**src/include/apr_pkg.sv**
```systemverilog
/*
  constants and types for the absolute position readout block.
  assumes one 100 MHz clock and a synchronous active-high reset.
*/
// What this block does
// - inputs are three bits: data bit 0, data bit 1, send-data-ready.
// - outputs are three bits: servo-on, transfer mode, data request.
// - on activation assert servo-on and transfer mode before any exchange.
// - transfer 32 plus 6 bits, each step paced by request/ready handshake.
// - store the received position as one 32-bit value at the chosen destination.
// - the value written is already a pulse count.
// - set the execution done flag when the whole value has been read.
// - withdrawing activation during reading aborts the readout.
// - servo-on stays asserted only while activation remains.
// - handshake failure raises no error itself; a timeout monitors it.
package apr_pkg;
  localparam int APR_POS_BITS = 32;
  localparam int APR_EXTRA_BITS = 6;
  localparam int APR_STEPS = (APR_POS_BITS + APR_EXTRA_BITS) / 2;
  localparam int APR_CLK_MHZ = 100;
  localparam int APR_SETUP_US = 1;
  localparam int APR_SETUP_CYC = APR_SETUP_US * APR_CLK_MHZ;
  localparam int APR_TIMEOUT_MS = 100;
  localparam int APR_TIMEOUT_CYC = APR_TIMEOUT_MS * 1000 * APR_CLK_MHZ;
  localparam logic [3:0] APR_ADDR_CH0 = 4'h0;
  localparam logic [3:0] APR_ADDR_CH1 = 4'h1;
  localparam logic [3:0] APR_ADDR_CH2 = 4'h2;
  localparam logic [3:0] APR_ADDR_CH3 = 4'h3;
  localparam logic [3:0] APR_ADDR_CTRL = 4'h4;
  localparam logic [3:0] APR_ADDR_STAT = 4'h5;
  localparam logic [3:0] APR_ADDR_RAW = 4'h6;
  localparam int APR_CTRL_RUN = 0;
  localparam int APR_CTRL_DEST_LO = 1;
  localparam int APR_STAT_DONE = 0;
  localparam int APR_STAT_TMO = 1;
  localparam int APR_STAT_BUSY = 2;
  localparam logic [31:0] APR_POS_RESET = 32'h0000_0000;

  typedef struct packed {
    logic ready;
    logic bit1;
    logic bit0;
  } apr_in_t;

  typedef struct packed {
    logic request;
    logic xfer_mode;
    logic servo_on;
  } apr_out_t;

  typedef enum logic [2:0] {
    APR_IDLE = 3'b000,
    APR_SETUP = 3'b001,
    APR_REQ = 3'b010,
    APR_RELEASE = 3'b011,
    APR_DONE = 3'b100,
    APR_FAIL = 3'b101
  } apr_state_t;
endpackage : apr_pkg

```
**src/core/apr_readout.sv**
```systemverilog
/*
  absolute position readout sequencer with four channel position registers.
  assumes link inputs synchronous to clk and a strobe-style register port.
*/
// Local design decisions: the placing of the registers and the strobed register port.
`timescale 1ns/1ps
`default_nettype none
module apr_readout
  import apr_pkg::*;
#(
  parameter int SETUP_CYC = APR_SETUP_CYC,
  parameter int TIMEOUT_CYC = APR_TIMEOUT_CYC
)
(
  // clock and reset
  input wire logic clk,
  input wire logic rst,
  // activation
  input wire logic activate,
  // amplifier link
  input wire apr_in_t link_in,
  output apr_out_t link_out,
  // register port
  input wire logic [3:0] reg_addr,
  input wire logic [31:0] reg_wdata,
  input wire logic reg_wr,
  input wire logic reg_rd,
  output logic [31:0] reg_rdata,
  // flags
  output logic execution_done_flag,
  output logic timeout_flag
);
  localparam int STEP_W = $clog2(APR_STEPS + 1);
  localparam int TMR_W = $clog2(TIMEOUT_CYC + SETUP_CYC + 2);
  localparam int WORD_W = APR_POS_BITS + APR_EXTRA_BITS;

  apr_state_t state_r, state_nxt;
  logic [STEP_W-1:0] step_r;
  logic [TMR_W-1:0] tmr_r;
  logic [31:0] pos_r [0:3];
  logic [1:0] dest_r;
  logic sw_run_r;
  logic done_r;
  logic tmo_r;
  logic [31:0] rdata_r;
  logic [WORD_W-1:0] word;
  logic run;
  logic sample;
  logic last_step;
  logic tmr_hit;

  // software run bit and the pin both count as activation
  assign run = activate | sw_run_r;
  assign sample = (state_r == APR_REQ) && link_in.ready;
  assign last_step = (step_r == STEP_W'(APR_STEPS - 1));
  assign tmr_hit = (tmr_r >= TMR_W'(TIMEOUT_CYC));

  apr_shift #(.WIDTH(WORD_W)) apr_shift_i (
    .clk(clk),
    .rst(rst),
    .clear(state_r == APR_SETUP),
    .load(sample),
    .pair({link_in.bit1, link_in.bit0}),
    .word(word)
  );

  always_comb
  begin
    state_nxt = state_r;
    unique case (state_r)
      APR_IDLE: if (run) state_nxt = APR_SETUP;
      APR_SETUP: if (tmr_r >= TMR_W'(SETUP_CYC - 1)) state_nxt = APR_REQ;
      APR_REQ:
      begin
        if (sample) state_nxt = APR_RELEASE;
        else if (tmr_hit) state_nxt = APR_FAIL;
      end
      APR_RELEASE:
      begin
        if (!link_in.ready) state_nxt = last_step ? APR_DONE : APR_REQ;
        else if (tmr_hit) state_nxt = APR_FAIL;
      end
      APR_DONE: state_nxt = APR_DONE;
      APR_FAIL: state_nxt = APR_FAIL;
      default: state_nxt = APR_IDLE;
    endcase
    if (!run) state_nxt = APR_IDLE;
  end

  always_ff @(posedge clk)
  begin
    if (rst)
      state_r <= APR_IDLE;
    else
      state_r <= state_nxt;
  end

  // timer restarts on each state change so it bounds every handshake edge
  always_ff @(posedge clk)
  begin
    if (rst || state_r != state_nxt)
      tmr_r <= '0;
    else if (!tmr_hit)
      tmr_r <= tmr_r + TMR_W'(1);
  end

  always_ff @(posedge clk)
  begin
    if (rst || state_r == APR_IDLE)
      step_r <= '0;
    else if (state_r == APR_RELEASE && !link_in.ready)
      step_r <= step_r + STEP_W'(1);
  end

  always_ff @(posedge clk)
  begin
    if (rst)
      link_out <= '0;
    else
    begin
      link_out.servo_on <= (state_nxt != APR_IDLE);
      link_out.xfer_mode <= (state_nxt != APR_IDLE) && (state_nxt != APR_DONE);
      link_out.request <= (state_nxt == APR_REQ) && (state_r != APR_SETUP
        || tmr_r >= TMR_W'(SETUP_CYC - 1));
    end
  end

  // done and timeout stay set while activation holds; dropping activation clears them
  always_ff @(posedge clk)
  begin
    if (rst)
    begin
      done_r <= 1'b0;
      tmo_r <= 1'b0;
    end
    else
    begin
      done_r <= (state_nxt == APR_DONE);
      tmo_r <= (state_nxt == APR_FAIL);
    end
  end

  always_ff @(posedge clk)
  begin
    if (rst)
    begin
      sw_run_r <= 1'b0;
      dest_r <= 2'h0;
    end
    else if (reg_wr && reg_addr == APR_ADDR_CTRL)
    begin
      sw_run_r <= reg_wdata[APR_CTRL_RUN];
      dest_r <= reg_wdata[APR_CTRL_DEST_LO +: 2];
    end
  end

  // hardware store on completion wins over a software write in the same cycle
  genvar ch;
  generate
    for (ch = 0; ch < 4; ch++)
    begin : g_pos
      always_ff @(posedge clk)
      begin
        if (rst)
          pos_r[ch] <= APR_POS_RESET;
        else if (state_r == APR_RELEASE && state_nxt == APR_DONE && dest_r == 2'(ch))
          pos_r[ch] <= word[APR_POS_BITS-1:0];
        else if (reg_wr && reg_addr == 4'(ch))
          pos_r[ch] <= reg_wdata;
      end
    end
  endgenerate

  always_ff @(posedge clk)
  begin
    if (rst)
      rdata_r <= '0;
    else if (reg_rd)
    begin
      unique case (reg_addr)
        APR_ADDR_CH0, APR_ADDR_CH1, APR_ADDR_CH2, APR_ADDR_CH3: rdata_r <= pos_r[reg_addr[1:0]];
        APR_ADDR_CTRL: rdata_r <= {29'h0, dest_r, sw_run_r};
        APR_ADDR_STAT: rdata_r <= {29'h0, (state_r != APR_IDLE), tmo_r, done_r};
        APR_ADDR_RAW: rdata_r <= {26'h0, word[WORD_W-1:APR_POS_BITS]};
        default: rdata_r <= '0;
      endcase
    end
    else
      rdata_r <= '0;
  end

  assign reg_rdata = rdata_r;
  assign execution_done_flag = done_r;
  assign timeout_flag = tmo_r;

  chk_servo_follows_run: assert property (@(posedge clk) disable iff (rst)
    !run |=> !link_out.servo_on) else $error("servo-on not dropped");
  chk_mode_before_req: assert property (@(posedge clk) disable iff (rst)
    $rose(link_out.request) |-> link_out.servo_on && link_out.xfer_mode)
    else $error("request before mode");
  chk_abort_on_drop: assert property (@(posedge clk) disable iff (rst)
    !run |=> state_r == APR_IDLE && !link_out.request) else $error("no abort");
  chk_done_after_steps: assert property (@(posedge clk) disable iff (rst)
    $rose(done_r) |-> $past(step_r) == STEP_W'(APR_STEPS - 1)) else $error("early done");
  chk_req_drops_sample: assert property (@(posedge clk) disable iff (rst)
    sample && run |=> !link_out.request) else $error("request held after sample");
  chk_step_bound: assert property (@(posedge clk) disable iff (rst)
    step_r <= STEP_W'(APR_STEPS)) else $error("step overflow");
  chk_store_done: assert property (@(posedge clk) disable iff (rst)
    $rose(done_r) |-> pos_r[dest_r] == word[APR_POS_BITS-1:0]) else $error("not stored");
  chk_timeout_flag: assert property (@(posedge clk) disable iff (rst)
    $rose(tmo_r) |-> $past(tmr_hit)) else $error("timeout without wait");
endmodule : apr_readout
`default_nettype wire

```
**src/core/apr_shift.sv**
```systemverilog
/*
  two-bit step assembler for the position word, lsb first.
  assumes the sequencer pulses load only while the data lines are valid.
*/
`timescale 1ns/1ps
`default_nettype none
module apr_shift
  import apr_pkg::*;
#(
  parameter int WIDTH = APR_POS_BITS + APR_EXTRA_BITS
)
(
  // clock and reset
  input wire logic clk,
  input wire logic rst,
  // control
  input wire logic clear,
  input wire logic load,
  input wire logic [1:0] pair,
  // result
  output logic [WIDTH-1:0] word
);
  logic [WIDTH-1:0] word_r;

  // new pairs enter at the top so the first pair ends at bit 0
  always_ff @(posedge clk)
  begin
    if (rst || clear)
      word_r <= '0;
    else if (load)
      word_r <= {pair, word_r[WIDTH-1:2]};
  end

  assign word = word_r;
endmodule : apr_shift
`default_nettype wire

```
**config.mk**
```make
export PLATFORM = sky130hd
export DESIGN_NAME = apr_readout
export DESIGN_NICKNAME = d
export VERILOG_FILES = /design/src/include/apr_pkg.sv /design/src/core/apr_readout.sv /design/src/core/apr_shift.sv
export SDC_FILE = /design/constraint.sdc
export NUM_CORES = 1
export LEC_CHECK = 0
export BUFFER_PORTS_ARGS = -buffer_cell sky130_fd_sc_hd__buf_4
export CORE_UTILIZATION = 40
export CTS_CLUSTER_DIAMETER = 150
export CTS_CLUSTER_SIZE = 40
export DETAILED_ROUTE_END_ITERATION = 8
export PLACE_DENSITY_LB_ADDON = 0.05
export REMOVE_ABC_BUFFERS = 1
export SYNTH_ARGS = -nofsm -noshare
export SYNTH_HDL_FRONTEND = slang
export SYNTH_SLANG_ARGS = --single-unit
export TNS_END_PERCENT = 30
```
**constraint.sdc**
```tcl
create_clock -name clk -period 4.1 [get_ports clk]
set_clock_uncertainty 0.05 [all_clocks]
set_input_delay 1.23 -clock clk [delete_from_list [all_inputs] [get_ports clk]]
set_output_delay 1.23 -clock clk [all_outputs]
set_load 0.01 [all_outputs]
```
# Word level (Yosys, flattened, before mapping)
# Memories as Yosys holds them, arrays and structs flattened.
# Index checks and enable logic that the tools add are counted.
# totals
elab_cells	120
mem_bits_rw	128
in_bits	44
memories	1
ff_bits	110
out_inout_bits	37
# classes
n_reduce_logical	26
magnitude_cmp	2
addsub	2
n_eq_ne	21
n_mux	46
bitwise_logic	10
# mem_list
name	words	width	rd	rd_ports_with_merged_regs	wr	line	rtl
pos_r	4	32	1	0	4	apr_readout.sv:40	logic [31:0] pos_r [0:3];
# op_table
op	n
32-bit two-way mux	8
32-bit one-hot mux with 4 select lines	1
1-bit two-way mux	30
24-bit by 1-bit adder with 24-bit output (second input constant)	1
24-bit greater-or-equal comparator (second input constant)	1
24-bit by 7-bit greater-or-equal comparator with 1-bit output (second input constant)	1
3-bit two-way mux	6
3-bit one-hot mux with 6 select lines	1
1-bit logical AND	14
3-bit == test (second input constant)	4
4-bit by 3-bit == test with 1-bit output (second input constant)	3
3-bit by 2-bit == test with 1-bit output (second input constant)	3
1-bit OR	9
4-bit by 2-bit == test with 1-bit output (second input constant)	2
3-bit nonzero test	2
5-bit by 1-bit adder with 5-bit output (second input constant)	1
5-bit == test (second input constant)	1
2-bit == test (second input constant)	2
4-bit by 1-bit == test with 1-bit output (second input constant)	1
4-bit zero test	1
1-bit logical OR	4
4-bit OR reduction	1
3-bit by 1-bit == test with 1-bit output (second input constant)	1
3-bit zero test	1
8 further kinds	8

# Logic depth before layout (Yosys ltp)
# depth
depth_word	13
ltp_mapped	10
mapped_depth_nobuf	8

# By module
# From an unflattened synthesis, not the netlist that was laid out.
# unflattened
cells_unflattened	958
hier_area_um2	11224.5
# by_module_without_submodules
module	area_each_um2	cells_per_inst	seq_area_each_um2	n_inst
apr_readout	9858.2	835	5285.1	1
apr_shift	1366.3	123	760.7	1

# Worst setup path before layout
# Ideal clock, no wire load.
# synth_timing
path_type	input -> register
startpoint	in reg_addr[1]
endpoint	mem pos_r[3][0] (enable)
slack_ns	0.698
stages	5
t_arrival_ns	2.963
path_cell_list	clkbuf_1 -> clkbuf_1 -> clkbuf_1 -> a31oi_1 -> nand2_1
# synth_lines
item	line	rtl
start, declared	apr_readout.sv:24	input wire logic [3:0] reg_addr,
end, declared	apr_readout.sv:40	

==> flow_summary.yaml <==
outcome:
  status: "finished with violations"
  violations: "DRC"
clock_tree:
  clockRootBuffer: "clkbuf_16"
  worstSkewPairLatency_ns: 0.50
  cts_sinks: 238
  ctsResizeCount: 0
  cts_htree_levels: 1
  cts_tree: "yes"
  postCtsSetupRepairBufs: 0
  clk_pin_slew_ns: 0.14
  numCtsBuffers: 9
  clockBufferDepth: 3
  cts_hold_buf: 0
worst_setup_path:
  cp_cell_sequence: "buf_4, buf_4, nand2_1, nor2_2, buf_4, nand3_1, o21ai_0"
  critPathArrivalTime_ns: 3.23
  reg2reg_slack_ns: 1.30
  crit_path_end_kind: "flip-flop"
  worstPathRequired_ns: 4.39
  cp_slowest_cell: "buf_4"
  cp_max_fo: 41
  cpMostUsedCell: "buf_4"
  crit_type: "in -> reg"
  max_stage_delay_ns: 0.58
  cp-start-kind: "input port"
layout:
  fillers: 2492
  mostFrequentLayoutCells: "nand3_1 (140), edfxtp_1 (128), o21ai_0 (121), buf_4 (112), dfxtp_1 (110)"
  final_nets: 1114
  multi_input_area_sq_um: 4400
  seq_area_sq_um: 6050
  drive_above_1_share: 0.169
  area_delta_synth_final_pct: 11.7
  final_common_cell: "nand3_1"
  n_antenna_cell: 0
floorplan:
  rows: 59
  die-area_sq_um: 27500
  initial_utilization: 0.409
  core_region_area_sq_um: 26200
  fp.dieH_um: 166
  pin_count: 81
  die_x_um: 166
sta:
  fmax_ghz: 0.340
  drv_slew: 0
  fin_crit_ns: 2.94
  setup_viol: 0
  finalHoldViolations: 0
  worst_pin_slew_ns: 0.919
  setup_tns_ns: 0
  rsz0062_at_grt: "false"
  hold_slack_ns: 0.422
  period_share: 0.717
  maxSlewHeadroom: 0.387
routing:
  dr.first_iter.drc_count: 596
  drt-wirelength-per-cell_um: 20.3
  antenna_left: 0
  drcViolationCount: 5
  viasPerCell: 5.57
  vias: 7820
  drt-pass1-iter-count: 7
  routed_wl_um: 28500
placed_design:
  io_buffers: 80
  place_hpwl_um: 18100
  gp_congestion: 0.753
synth:
  async_flop_share: 0
  netlist_area_sq_um: 10700
  synthCells: 1018
  ys_seq_area_frac: 0.564
  synth_ff_type: "edfxtp_1"
  yosys.cell_types.count: 55
  yosysWarningCount: 0
  synth_edf_count: 128
  post_synth.cell_area_avg_sq_um: 10.5
  ys_seq_elements: 238
grt:
  grt_pass1_vias: 7761
  grt_max_degree: 45
  track_usage: 0.212
  grt_pass1_wl_um: 45400
  gr-total-overflow: 0
  antenna_found_initial: 0
power_and_ir_drop:
  p_sw_uw: 906
  comb_power_share: 0.072
  ir_drop_v: 0.000238
  cell_internal_pwr_mw: 3.14
  clockPowerShare: 0.281
  p_leak_nw: 3.85
  power_density_nw_per_um2: 337
  p_seq_frac: 0.647
  netSwitchingFraction: 0.224
min_path:
  hold_path_class: "reg -> reg"
flow_run:
  drv_cap: 0
==> Yosys cell counts (all sizes together) (2+ instances only) <==
cell type,number,area [sq um]
nand3,140,701
o21ai,132,664
edfxtp,128,3840
dfxtp,110,2200
nand2,97,364
nor2,56,235
a21oi,53,265
clkbuf,51,191
nand2b,41,257
nor2b,35,219
mux4,32,721
buf,25,131
xor2,14,123
xnor2,12,105
nor3,10,50.1
nand4,9,56.3
inv,6,22.5
mux2i,6,60.1
nor4,6,37.5
o2111ai,5,50.0
or2,5,31.3
a211oi,4,35.0
and3,4,25.0
ha,4,50.1
or3,4,25.0
o21a,3,22.5
or4,3,22.5
and2,2,12.5
and4,2,17.5
nand4b,2,17.5
nor4b,2,23.8
==> logic make-up after synthesis <==
logic type,count (synthesis),share of synthesized area
XOR/XNOR,26,0.0212
multiplexers,38,0.0728
buffers and inverters,82,0.0322
AO/OA/AOI/OAI,206,0.105
flip-flops,238,0.564
adder cells (fa/ha/maj),4,0.00467
AND/OR/NAND/NOR,424,0.201
==> sequential cells by signal, indices dropped and copies added, names as in the netlist, 2 cells and up <==
register          count
apr_shift_i.word     38
dest_r                2
link_out              3
pos_r               128
reg_rdata            32
state_r               3
step_r                5
tmr_r                24
==> cell type report <==
| class | instances | share of cell area |
|---|---|---|
| Tap cell | 335 | 0.0350 |
| Sequential cell | 238 | 0.504 |
| Timing Repair Buffer | 113 | 0.0718 |
| Clock inverter | 1 | 0.000313 |
| Inverter | 6 | 0.00188 |
| Clock buffer | 12 | 0.0197 |
| Multi-Input combinational cell | 698 | 0.367 |
==> critical path: cells and delay by family <==
kind / cells / cell delay (ns)
buf+inv: 3 / 1.07
compound gates: 1 / 0.09
simple gates: 3 / 0.80
==> power by group through the flow <==
stage	Sequential, mW	Clock, mW	Combinational, mW
after floorplan	2.67	0	0.136
after global placement	2.67	0	0.297
after detailed placement	2.67	0	0.295
after CTS	2.62	1.19	0.296
after global routing	2.63	1.25	0.315
final	2.62	1.14	0.291
==> per-layer routing <==
layer | GRT usage | wire length, um
met5 | 0 | 0
met4 | 0.0349 | 295
met3 | 0.0184 | 1360
met2 | 0.366 | 14100
met1 | 0.295 | 12700
==> worst paths after layout <==
check,start,endpoint,depth (start not counted)
max,reg_addr[1],pos_r[3][31],7
min,apr_shift_i.word[0],apr_shift_i.word[0],2
max reg2reg,tmr_r[16],pos_r[0][31],6
min reg2reg,apr_shift_i.word[0],apr_shift_i.word[0],2
==> metrics by stage <==
step	std cells	power [mW]	util	setup slack, ns	area, sq um
6_report	1403	4.04	0.457	1.16	12000
3_5_place_dp	1390	2.97	0.448	0.651	11700
5_1_grt	1403	4.19	0.457	0.998	12000
2_1_floorplan	942	2.80	-	-1.77	10400
4_1_cts	1403	4.10	0.457	1.17	12000
3_3_place_gp	1390	2.97	0.448	0.652	11700
Note: power is estimated with default switching activity, not from simulation.
